[src/common/crs_pkg.sv]
// Constants and types for the call and return execution block
// What this block does
// [RULE1] A push writes PC plus 2 into the stack top and moves the old top one level down.
// [RULE2] The relative call takes a signed word offset from -1024 to +1023.
// [RULE3] The relative call is decoded from top nibble 1101 then a set bit, with an 11-bit offset.
// [RULE4] A relative call pushes PC plus 2, then loads PC with PC plus 2 plus twice the offset.
// [RULE5] Relative call and the three returns take two instruction cycles, the second a no-op.
// [RULE6] Software reset takes one cycle, starts reset in phase two and resets all registers.
// [RULE7] Interrupt return is 0000 0000 0001 000 plus a shadow-restore option bit.
// [RULE8] Interrupt return pops the stack and loads the PC in phase four of its first cycle.
// [RULE9] Interrupt return sets the high or low global interrupt enable and, with option 0, no other flag.
// [RULE10] Interrupt return with option 1 restores working, flags and bank select from shadows.
// [RULE11] No return changes the upper or high PC latch registers.
// [RULE12] Return with literal is decoded from upper byte 0000 1100 with an 8-bit literal.
// [RULE13] Return with literal loads the working register, pops into the PC, touches no flag.
// [RULE14] Subroutine return is 0000 0000 0001 001 plus an option bit, like interrupt return.
// [RULE15] Subroutine return pops the stack into the PC and, with option 0, changes no flag.
// [RULE16] Subroutine return with option 1 restores working, flags and bank select from shadows.
// [RULE17] The stack pointer rises by one on push or call and falls by one on pop or return.
package crs_pkg;
  localparam int          PC_W        = 21;
  localparam int          SP_W        = 5;
  localparam int          DEPTH       = 31;
  localparam logic [15:0] OP_PUSH     = 16'h0005;
  localparam logic [15:0] OP_RESET    = 16'h00FF;
  localparam logic [14:0] OP_RETI_HI  = 15'h0008;
  localparam logic [14:0] OP_RETS_HI  = 15'h0009;
  localparam logic [7:0]  OP_RETL_HI  = 8'h0C;
  localparam logic [4:0]  OP_RELATIVE_CALL_OP_HI = 5'h1B;
  localparam logic [1:0]  PH_Q1       = 2'h0;
  localparam logic [1:0]  PH_Q2       = 2'h1;
  localparam logic [1:0]  PH_Q4       = 2'h3;
  localparam logic [PC_W-1:0] PC_RST  = 21'h00_0000;
  localparam logic [7:0]  BYTE_RST    = 8'h00;
  localparam logic [PC_W-1:0] PC_STEP = 21'h00_0002;
  typedef enum logic [2:0] {
    CRS_NONE  = 3'b000,
    CRS_PUSH  = 3'b001,
    CRS_RELATIVE_CALL_OP = 3'b010,
    CRS_RESET = 3'b011,
    CRS_RETI  = 3'b100,
    CRS_RETL  = 3'b101,
    CRS_RETS  = 3'b110
  } crs_op_t;
endpackage

[src/design/crs_decode.sv]
// Opcode decoder for the call and return group
`timescale 1ns/1ps
module crs_decode (
  input  wire logic [15:0]       opcode,
  output crs_pkg::crs_op_t       op,
  output logic                   shadow_sel,
  output logic [10:0]            offset
);
  always_comb begin
    op         = crs_pkg::CRS_NONE;
    shadow_sel = opcode[0];
    offset     = opcode[10:0]; // see [RULE2]
    if (opcode == crs_pkg::OP_PUSH) begin
      op = crs_pkg::CRS_PUSH;
    end else if (opcode == crs_pkg::OP_RESET) begin
      op = crs_pkg::CRS_RESET;
    end else if (opcode[15:1] == crs_pkg::OP_RETI_HI) begin // see [RULE7]
      op = crs_pkg::CRS_RETI;
    end else if (opcode[15:1] == crs_pkg::OP_RETS_HI) begin // see [RULE14]
      op = crs_pkg::CRS_RETS;
    end else if (opcode[15:8] == crs_pkg::OP_RETL_HI) begin // see [RULE12]
      op = crs_pkg::CRS_RETL;
    end else if (opcode[15:11] == crs_pkg::OP_RELATIVE_CALL_OP_HI) begin // see [RULE3]
      op = crs_pkg::CRS_RELATIVE_CALL_OP;
    end
  end
endmodule

[src/design/crs_core.sv]
// Call, return, push and software reset execution with return stack
`timescale 1ns/1ps
module crs_core (
  input  wire logic                     clk_sys,
  input  wire logic                     reset_n,
  input  wire logic [15:0]              opcode,
  input  wire logic                     op_valid,
  input  wire logic                     irq_low_level,
  input  wire logic [7:0]               working_shadow,
  input  wire logic [7:0]               flags_shadow,
  input  wire logic [7:0]               bank_select_shadow,
  input  wire logic [4:0]               upper_pc_latch_in,
  input  wire logic [7:0]               high_pc_latch_in,
  input  wire logic                     latch_we,
  output logic [crs_pkg::PC_W-1:0]      pc_q,
  output logic [crs_pkg::PC_W-1:0]      stack_top_value_q,
  output logic [crs_pkg::SP_W-1:0]      sp_q,
  output logic [7:0]                    working_q,
  output logic [7:0]                    flags_q,
  output logic [7:0]                    bank_select_q,
  output logic                          global_irq_enable_high_q,
  output logic                          peripheral_irq_enable_low_q,
  output logic [4:0]                    upper_pc_latch_q,
  output logic [7:0]                    high_pc_latch_q,
  output logic [1:0]                    phase_q,
  output logic                          busy_q,
  output logic                          soft_reset_q
);
  // ************************************************
  // Decode and phase sequencing
  // ************************************************
  crs_pkg::crs_op_t            op;
  logic                        shadow_sel;
  logic [10:0]                 offset;
  crs_pkg::crs_op_t            cur_q;
  logic                        cur_s_q;
  logic [crs_pkg::PC_W-1:0]    rel_q;
  logic [crs_pkg::PC_W-1:0]    stack_q [crs_pkg::DEPTH];
  logic                        ret_op;
  logic                        do_q4;
  logic                        sw_rst;

  crs_decode u_dec (
    .opcode     (opcode),
    .op         (op),
    .shadow_sel (shadow_sel),
    .offset     (offset)
  );

  assign ret_op = (cur_q == crs_pkg::CRS_RETI) || (cur_q == crs_pkg::CRS_RETL)
                || (cur_q == crs_pkg::CRS_RETS);
  assign do_q4  = (phase_q == crs_pkg::PH_Q4) && !busy_q;
  // Soft reset acts one edge after phase two starts
  assign sw_rst = soft_reset_q;

  always_ff @(posedge clk_sys or negedge reset_n) begin
    if (!reset_n) begin
      phase_q <= crs_pkg::PH_Q1;
    end else if (sw_rst) begin
      phase_q <= crs_pkg::PH_Q1; // see [RULE6]
    end else begin
      phase_q <= phase_q + 2'h1;
    end
  end

  always_ff @(posedge clk_sys or negedge reset_n) begin
    if (!reset_n) begin
      cur_q   <= crs_pkg::CRS_NONE;
      cur_s_q <= 1'b0;
      rel_q   <= crs_pkg::PC_RST;
    end else if (sw_rst) begin
      cur_q   <= crs_pkg::CRS_NONE;
      cur_s_q <= 1'b0;
      rel_q   <= crs_pkg::PC_RST;
    end else if (phase_q == crs_pkg::PH_Q1) begin
      cur_q   <= (op_valid && !busy_q) ? op : crs_pkg::CRS_NONE;
      cur_s_q <= shadow_sel;
      // Sign-extended offset doubled for byte addressing
      rel_q   <= {{(crs_pkg::PC_W-12){offset[10]}}, offset, 1'b0}; // see [RULE4]
    end
  end

  // Second cycle of two-cycle ops is a no-op
  always_ff @(posedge clk_sys or negedge reset_n) begin
    if (!reset_n) begin
      busy_q <= 1'b0;
    end else if (sw_rst) begin
      busy_q <= 1'b0;
    end else if (phase_q == crs_pkg::PH_Q4) begin
      busy_q <= !busy_q && (ret_op || cur_q == crs_pkg::CRS_RELATIVE_CALL_OP); // see [RULE5]
    end
  end

  always_ff @(posedge clk_sys or negedge reset_n) begin
    if (!reset_n) begin
      soft_reset_q <= 1'b0;
    end else begin
      soft_reset_q <= !soft_reset_q && op_valid && !busy_q && op == crs_pkg::CRS_RESET
                      && phase_q == crs_pkg::PH_Q1; // see [RULE6]
    end
  end

  // ************************************************
  // Program counter and return stack
  // ************************************************
  always_ff @(posedge clk_sys or negedge reset_n) begin
    if (!reset_n) begin
      pc_q <= crs_pkg::PC_RST;
    end else if (sw_rst) begin
      pc_q <= crs_pkg::PC_RST;
    end else if (do_q4) begin
      if (cur_q == crs_pkg::CRS_RELATIVE_CALL_OP) begin
        pc_q <= pc_q + crs_pkg::PC_STEP + rel_q; // see [RULE4]
      end else if (ret_op) begin
        pc_q <= stack_top_value_q; // see [RULE8] [RULE13] [RULE15]
      end else begin
        pc_q <= pc_q + crs_pkg::PC_STEP;
      end
    end
  end

  always_ff @(posedge clk_sys or negedge reset_n) begin
    if (!reset_n) begin
      sp_q <= '0;
    end else if (sw_rst) begin
      sp_q <= '0;
    end else if (do_q4 && (cur_q == crs_pkg::CRS_PUSH || cur_q == crs_pkg::CRS_RELATIVE_CALL_OP)) begin
      sp_q <= sp_q + 5'h01; // see [RULE17]
    end else if (do_q4 && ret_op) begin
      sp_q <= sp_q - 5'h01; // see [RULE17]
    end
  end

  // Stack top held separately; entries shift down on push, up on pop
  always_ff @(posedge clk_sys or negedge reset_n) begin
    if (!reset_n) begin
      stack_top_value_q <= crs_pkg::PC_RST;
    end else if (sw_rst) begin
      stack_top_value_q <= crs_pkg::PC_RST;
    end else if (do_q4 && (cur_q == crs_pkg::CRS_PUSH || cur_q == crs_pkg::CRS_RELATIVE_CALL_OP)) begin
      stack_top_value_q <= pc_q + crs_pkg::PC_STEP; // see [RULE1] [RULE4]
    end else if (do_q4 && ret_op) begin
      stack_top_value_q <= stack_q[0];
    end
  end

  for (genvar i = 0; i < crs_pkg::DEPTH; i++) begin : g_stk
    always_ff @(posedge clk_sys or negedge reset_n) begin
      if (!reset_n) begin
        stack_q[i] <= crs_pkg::PC_RST;
      end else if (sw_rst) begin
        stack_q[i] <= crs_pkg::PC_RST;
      end else if (do_q4 && (cur_q == crs_pkg::CRS_PUSH || cur_q == crs_pkg::CRS_RELATIVE_CALL_OP)) begin
        stack_q[i] <= (i == 0) ? stack_top_value_q : stack_q[(i == 0) ? 0 : i-1]; // see [RULE1]
      end else if (do_q4 && ret_op) begin
        stack_q[i] <= (i == crs_pkg::DEPTH-1) ? crs_pkg::PC_RST
                    : stack_q[(i == crs_pkg::DEPTH-1) ? i : i+1];
      end
    end
  end

  // ************************************************
  // Working, flags, bank select and interrupt enables
  // ************************************************
  always_ff @(posedge clk_sys or negedge reset_n) begin
    if (!reset_n) begin
      working_q     <= crs_pkg::BYTE_RST;
      flags_q       <= crs_pkg::BYTE_RST;
      bank_select_q <= crs_pkg::BYTE_RST;
    end else if (sw_rst) begin
      working_q     <= crs_pkg::BYTE_RST;
      flags_q       <= crs_pkg::BYTE_RST;
      bank_select_q <= crs_pkg::BYTE_RST;
    end else if (do_q4 && cur_q == crs_pkg::CRS_RETL) begin
      working_q <= rel_q[8:1]; // see [RULE13]
    end else if (do_q4 && cur_s_q
                 && (cur_q == crs_pkg::CRS_RETI || cur_q == crs_pkg::CRS_RETS)) begin
      working_q     <= working_shadow; // see [RULE10] [RULE16]
      flags_q       <= flags_shadow;
      bank_select_q <= bank_select_shadow;
    end
  end

  always_ff @(posedge clk_sys or negedge reset_n) begin
    if (!reset_n) begin
      global_irq_enable_high_q    <= 1'b0;
      peripheral_irq_enable_low_q <= 1'b0;
    end else if (sw_rst) begin
      global_irq_enable_high_q    <= 1'b0;
      peripheral_irq_enable_low_q <= 1'b0;
    end else if (do_q4 && cur_q == crs_pkg::CRS_RETI) begin
      if (irq_low_level) begin
        peripheral_irq_enable_low_q <= 1'b1; // see [RULE9]
      end else begin
        global_irq_enable_high_q <= 1'b1; // see [RULE9]
      end
    end
  end

  // Latches change only by direct write or reset, never by a return
  always_ff @(posedge clk_sys or negedge reset_n) begin
    if (!reset_n) begin
      upper_pc_latch_q <= 5'h00;
      high_pc_latch_q  <= crs_pkg::BYTE_RST;
    end else if (sw_rst) begin
      upper_pc_latch_q <= 5'h00;
      high_pc_latch_q  <= crs_pkg::BYTE_RST;
    end else if (latch_we) begin
      upper_pc_latch_q <= upper_pc_latch_in; // see [RULE11]
      high_pc_latch_q  <= high_pc_latch_in;
    end
  end

  // ************************************************
  // Checks
  // ************************************************
  a_ret_pops_pc: assert property (@(posedge clk_sys) disable iff (!reset_n) // see [RULE8]
    do_q4 && ret_op && !sw_rst |=> pc_q == $past(stack_top_value_q))
    else $error("return did not load pc from stack top");
  a_call_target: assert property (@(posedge clk_sys) disable iff (!reset_n) // see [RULE4]
    do_q4 && cur_q == crs_pkg::CRS_RELATIVE_CALL_OP && !sw_rst
    |=> pc_q == $past(pc_q) + crs_pkg::PC_STEP + $past(rel_q)
        && stack_top_value_q == $past(pc_q) + crs_pkg::PC_STEP)
    else $error("relative call target wrong");
  a_push_shift: assert property (@(posedge clk_sys) disable iff (!reset_n) // see [RULE1]
    do_q4 && cur_q == crs_pkg::CRS_PUSH && !sw_rst
    |=> stack_q[0] == $past(stack_top_value_q))
    else $error("push did not move old top down");
  a_sp_step: assert property (@(posedge clk_sys) disable iff (!reset_n) // see [RULE17]
    do_q4 && ret_op && !sw_rst |=> sp_q == $past(sp_q) - 5'h01)
    else $error("pointer did not retreat on return");
  a_two_cycle: assert property (@(posedge clk_sys) disable iff (!reset_n) // see [RULE5]
    do_q4 && ret_op && !sw_rst |=> busy_q [*4])
    else $error("second cycle not a no-op");
  a_latch_hold: assert property (@(posedge clk_sys) disable iff (!reset_n) // see [RULE11]
    !latch_we && !sw_rst |=> $stable(high_pc_latch_q) && $stable(upper_pc_latch_q))
    else $error("pc latch changed without write");
  a_retl_w: assert property (@(posedge clk_sys) disable iff (!reset_n) // see [RULE13]
    do_q4 && cur_q == crs_pkg::CRS_RETL && !sw_rst
    |=> working_q == $past(rel_q[8:1]) && $stable(flags_q))
    else $error("literal return wrong");
  a_shadow_off: assert property (@(posedge clk_sys) disable iff (!reset_n) // see [RULE16]
    do_q4 && !cur_s_q && cur_q == crs_pkg::CRS_RETS && !sw_rst
    |=> $stable(working_q) && $stable(bank_select_q))
    else $error("restore without option bit");
  a_irq_set: assert property (@(posedge clk_sys) disable iff (!reset_n) // see [RULE9]
    do_q4 && cur_q == crs_pkg::CRS_RETI && !sw_rst
    |=> global_irq_enable_high_q || peripheral_irq_enable_low_q)
    else $error("interrupt enable not set");
  a_soft_rst: assert property (@(posedge clk_sys) disable iff (!reset_n) // see [RULE6]
    soft_reset_q |=> pc_q == crs_pkg::PC_RST && sp_q == '0 && !soft_reset_q)
    else $error("soft reset incomplete");

  c_relative_call_op: cover property (@(posedge clk_sys) do_q4 && cur_q == crs_pkg::CRS_RELATIVE_CALL_OP);
  c_reti_s: cover property (@(posedge clk_sys) do_q4 && cur_q == crs_pkg::CRS_RETI && cur_s_q);
  c_retl: cover property (@(posedge clk_sys) do_q4 && cur_q == crs_pkg::CRS_RETL);
  c_reset: cover property (@(posedge clk_sys) soft_reset_q);
endmodule

[config.mk]
export PLATFORM = sky130hd
export DESIGN_NAME = crs_core
export DESIGN_NICKNAME = d
export VERILOG_FILES = /design/src/common/crs_pkg.sv /design/src/design/crs_decode.sv /design/src/design/crs_core.sv
export SDC_FILE = /design/constraint.sdc
export NUM_CORES = 2
export LEC_CHECK = 0
export CAP_MARGIN = 20
export CORE_ASPECT_RATIO = 1.25
export CORE_UTILIZATION = 59
export CTS_CLUSTER_SIZE = 16
export DETAILED_ROUTE_END_ITERATION = 10
export DONT_BUFFER_PORTS = 1
export MAX_ROUTING_LAYER = met4
export PLACE_DENSITY_LB_ADDON = 0.08
export SYNTH_ARGS = -nofsm -noshare
export SYNTH_HDL_FRONTEND = slang
export SYNTH_HIERARCHICAL = 1
export SYNTH_SLANG_ARGS = --single-unit
[constraint.sdc]
create_clock -name clk_sys -period 3.55 [get_ports clk_sys]
set_input_delay 0.355 -clock clk_sys [delete_from_list [all_inputs] [get_ports clk_sys]]
set_output_delay 0.355 -clock clk_sys [all_outputs]
set_load 0.01 [all_outputs]
Yosys cells after proc, flatten, opt, wreduce, memory -nomap -nowiden:

Cells that the tools add are included.

* add/subtract/negate cells: 5
* equal/unequal tests: 15
* muxes and demuxes: 138
* reductions and logical operators: 33

Operator list (count)
* $mux 21: 102
* $mux 8: 11
* $eq 15x4->1 const B: 2
* $mux 5: 5
* $mux 3: 8
* $add 21x2->21 const B: 1
* $add 21x21->21: 1
* $eq 16x3->1 const B: 1
* $eq 16x8->1 const B: 1
* $reduce_bool 2->1: 7
* $logic_and 1x1->1: 13
* $mux 1: 10
* $eq 3x3->1 const B: 3
* $eq 8x4->1 const B: 1
* $eq 3x2->1 const B: 2
* $reduce_and 2->1: 3
* $reduce_bool 3->1: 2
* $add 5x1->5 const B: 1
* $eq 5x5->1 const B: 1
* $logic_or 1x1->1: 5
* $sub 5x1->5 const B: 1
* $mux 2: 2
* $eq 3x1->1 const B: 1
* $add 2x1->2 const B: 1
* 5 further kinds: 6

* flip-flop bits (word level): 766
* bits of input ports: 58
* output and inout port bits: 90
* word-level logic and storage cells: 238

Logic depth before layout (Yosys ltp):

* word-level depth: 10
* mapped depth: 15

Modules after synthesis:

The synthesis kept the hierarchy.

Modules (own cells, without submodules)
* crs_core: times used 1, cells an instance 3495, area each 35525.3 um^2, sequential area each 18918.1 um^2
* crs_decode: times used 1, cells an instance 34, area each 219.0 um^2, sequential area each 0.0 um^2

Least setup slack after synthesis:

No wires, ideal clock.

* kind: reg-to-reg
* start: reg pc_q[1] (netlist name)
* end: reg pc_q[14] (netlist name)
* setup time: 0.126 ns
* arrival: 2.916 ns
* data required time: 3.424 ns
* slack: 0.508 ns
* stages on the path, launching flop included: 14
* period minus slack after synthesis: 3.042 ns
* cell sequence: dfrtp_1 -> ha_1 -> nand2_1 -> nor2_1 -> and4_1 -> xnor2_1 -> inv_1 -> ha_1 -> clkbuf_1 -> a211oi_1 -> o21bai_1 -> o41ai_1 -> a21oi_1 -> a221o_1

* cells in the longest elaborated chain, start to end: 5
* elaborated cells between the ends (all ways): 6
* classes of those cells: 2 x add/sub; 4 x mux

RTL lines
* start: declaration: RTL line crs_core.sv:15 `output logic [crs_pkg::PC_W-1:0] pc_q,`
* start signal: assignment: RTL line crs_core.sv:108 `pc_q <= crs_pkg::PC_RST;`
* start signal: assignment: RTL line crs_core.sv:110 `pc_q <= crs_pkg::PC_RST;`
* start signal: assignment: RTL line crs_core.sv:113 `pc_q <= pc_q + crs_pkg::PC_STEP + rel_q;`
* $add 21x2->21 *: RTL line crs_core.sv:113, crs_core.sv:117
* $add 21x21->21 or $mux 21 (tied branches): RTL line crs_core.sv:113, crs_core.sv:114
* $mux 21 *: RTL line crs_core.sv:112 `if (cur_q == crs_pkg::CRS_RELATIVE_CALL_OP) begin`
* $mux 21 *: RTL line crs_core.sv:111 `end else if (do_q4) begin`
* $mux 21 *: RTL line crs_core.sv:109 `end else if (sw_rst) begin`

Every way passes the cells marked *; elsewhere a longest branch is shown, timed or not. The select of a mux whose other input is x is not followed.
A chain may end at the register's enable or synchronous reset.

Final worst setup path:

* start: reg pc_q[2] (netlist name)
* end: reg pc_q[14] (netlist name)

The elaborated chain is that of the path after synthesis.

==> summary.txt <==
Synthesis
  – Cell area after synthesis: 35700 sq um
  – Syn Area/Cell: approximately 10 sq um
  – Synthesis warning total: 6
  – Yosys cell types: 60
  – Register area share after synthesis: 0.529
  – Gate Count Post-Synth: approximately 3.5k
  – Area leader, netlist: dfrtp_1
  – FF+latch count, synth: about 760
  – Top post-synthesis cells by area: dfrtp_1 53%, mux2i_1 19%, nand2_1 7.9%, o21ai_0 7.1%, o21ai_1 2.4%
  – Commonest cells in the netlist: 756 x dfrtp_1, 755 x nand2_1, 668 x mux2i_1
  – Main synth FF type: dfrtp_1
  – Most common cell in the netlist: dfrtp_1
  – Top-area cell type share of the netlist area: 0.529
  – EDFF count, synth: 0
  – Synth Net Count: 3616
  – FFs w/ async S/R, synth: 1.00

CTS
  – Worst skew pair latency: 0.61 ns
  – Clk sinks: 756
  – CTS buffer count: 75
  – CTS max path bufs: 3
  – Worst-path clk slew: 0.06 ns
  – CTS tree: built
  – CTS H-tree depth: 3
  – Root buffer cell: clkbuf_16

Timing
  – Slew Limit Fails: 48
  – Final hold violations: 0
  – Setup WS post-layout: 0.199 ns
  – Rel. slew slack: -0.00887
  – Worst hold slack: 0.0432 ns
  – Worst Tran Pin Value: 1.51 ns
  – Final Skew: 0.0182 ns
  – Final-report setup violation count: 0
  – Fin crit share: 0.944
  – Tmin final: around 3.4 ns
  – Fmax: 298 MHz

Die
  – Core footprint: 59700 sq um
  – Initial core utilization: 0.599
  – DIE WIDTH: between 200 and 250 um
  – I/O pins: 148
  – Die Height: 277 um
  – FP Rows: 100
  – Die area: 61600 sq um

Power and ir drop
  – Net Sw Frac: 0.231
  – Sw power: 0.00422 W
  – Reg power frac: 0.485
  – Internal power: 0.0140 W
  – LEAKAGE: slightly below 20 nW
  – Clk pwr share: 0.443
  – Power per cell area: 463 nW/um^2
  – Max VDD drop: 380 uV
  – Comb power frac: 0.072

Routing
  – DRC Markers: 0
  – Drt pass-1 iters: 7
  – Wire length per cell: roughly 17 um
  – 1st-iter DRT viols: roughly 2.1k
  – WL final: 74700 um
  – Antenna viol nets, final: 0
  – Post-DR vias/cell: 5.86
  – Vias: 25.1k

Finish
  – # diodes: 0
  – Area growth syn-to-layout: 10.2%
  – Nets: 3545
  – Final-layout fill cell count: 4563
  – Post-Layout Inst Area: 39400 sq um
  – Layout cells sized above 1: 0.0546

Run
  – Max_cap viols: 0

Setup path
  – Critical Path RT: approximately 4.0 ns
  – Worst setup EP type: register
  – CP arrival: 3.83 ns
  – CP Class: register to register
  – Critical Path Fanout Max: 6
  – Worst setup SP type: register

Placed design
  – Post-placement setup slack: 0.166 ns
  – DPL Wire Length: 43400 um
  – Placed inst area: about 36000 sq um
  – Port Buffer Count: 0
  – Final Wtd Congestion: ~0.91

Global routing
  – Grt ovf: 0
  – GRT Total Usage: 0.252
  – First-pass GRT wire length: around 130000 um
  – Largest net degree at the start of global routing: approximately 760
  – Initial antenna violation count: 0
  – Number of global-route vias before repair: 24.5k

Outcome
  – Outcome: finished, violations left
  – Failing checks: max-slew violations

Min path
  – Hold/Removal Path Class: input pin to register
==> through the flow <==
stage / instances / power (W) / utilization / setup TNS [ns]
3_5_place_dp: 4077 / 0.0100 / 0.604 / 0
5_1_grt: 4279 / 0.0189 / 0.660 / -0.0107
4_1_cts: 4274 / 0.0183 / 0.657 / 0
3_3_place_gp: 4077 / 0.0100 / 0.604 / 0
2_1_floorplan: 3529 / 0.00971 / - / 0
6_report: 4279 / 0.0182 / 0.660 / 0
==> sequential cells by signal, summed over array words and instances (netlist names) <==
signal                       cells
busy_q                           1
stack_q                        651
upper_pc_latch_q                 5
stack_top_value_q               21
high_pc_latch_q                  8
cur_q                            3
peripheral_irq_enable_low_q      1
flags_q                          8
working_q                        8
pc_q                            21
bank_select_q                    8
sp_q                             5
phase_q                          2
cur_s_q                          1
global_irq_enable_high_q         1
soft_reset_q                     1
rel_q                           11
==> worst paths after layout <==
path / from / cells after the start / end / slack [ns]
max: pc_q[2] / 15 / pc_q[14] / 0.20
min: op_valid / 3 / soft_reset_q / 0.04
max reg2reg: pc_q[2] / 15 / pc_q[14] / 0.20
min reg2reg: stack_q[146] / 2 / stack_q[146] / 0.51
max in group asynchronous: reset_n / 4 / stack_q[510] / 0.61
min in group asynchronous: reset_n / 2 / pc_q[15] / 0.32
==> critical path, stage by stage (launching register included) <==
cell and delay, ns:
dfrtp_1 0.46, ha_1 0.26, nand2_1 0.20, nor2_1 0.17
nand2_1 0.08, xor2_1 0.18, inv_1 0.07, ha_1 0.39
and3_1 0.23, nand2_1 0.10, a211oi_2 0.26, buf_4 0.17
o2111ai_1 0.12, o41ai_2 0.10, a21oi_1 0.13, a221o_1 0.30
==> layer usage <==
| metal | global-route usage | vias up | routed length [um] |
|---|---|---|---|
| li1 | - | 12100 | - |
| met1 | 0.341 | 12400 | 34100 |
| met2 | 0.391 | 441 | 35600 |
| met3 | 0.0393 | 126 | 3240 |
| met4 | 0.0796 | 0 | 1790 |
| met5 | - | - | 0 |
==> kinds of logic after synthesis <==
family | Yosys count | synth area share
AO/OA/AOI/OAI | 840 | 0.127
XOR/XNOR | 35 | 0.00858
adder cells (fa/ha/maj) | 29 | 0.0106
buffers and inverters | 295 | 0.0375
flip-flops | 756 | 0.529
multiplexers | 668 | 0.187
AND/OR/NAND/NOR | 906 | 0.101
==> placed cells by master (no fill, tap or decap), types with 8 or more instances in the layout <==
master           n
a21o_1          10
dfrtp_1        755
a21oi_1         66
a311oi_1        11
nor2_1          79
mux2i_1        668
xnor2_1         21
buf_4           41
o21ai_1        171
o21ai_0        503
inv_1           24
a22o_1          23
a211oi_1         9
clkbuf_8        17
ha_1            26
clkbuf_1        20
nor2b_1          8
nand3_1         17
dlygate4sd3_1   65
clkbuf_16       77
buf_12          12
clkinv_2         8
nand2_1        755
xor2_1          14
==> power by group through the flow <==
stage / combinational (W) / sequential, W / clock (W)
after global routing: 0.00146 / 0.00884 / 0.00863
after CTS: 0.00110 / 0.00884 / 0.00831
after detailed placement: 0.00103 / 0.00900 / 0
final: 0.00132 / 0.00884 / 0.00809
after floorplan: 0.000713 / 0.00900 / 0
after global placement: 0.00101 / 0.00899 / 0
==> cell type report <==
type / instances / area [sq um] / area share
Multi-Input combinational cell: 2478 / 15600 / 0.395
Inverter: 25 / 101 / 0.00257
Tap cell: 765 / 957 / 0.0243
Timing Repair Buffer: 122 / 1310 / 0.0332
Sequential cell: 756 / 18900 / 0.480
Clock buffer: 114 / 2240 / 0.0568
Clock inverter: 19 / 293 / 0.00743
==> repair_timing <==
item                                    4_1_cts  5_1_grt
buffers inserted                              0        0
gates resized for setup                       0       11
endpoints found under the hold margin       808      117
hold buffers                                 64        2
endpoints found under the setup margin        0        6
No activity file was read; power rests on OpenSTA's default activity.
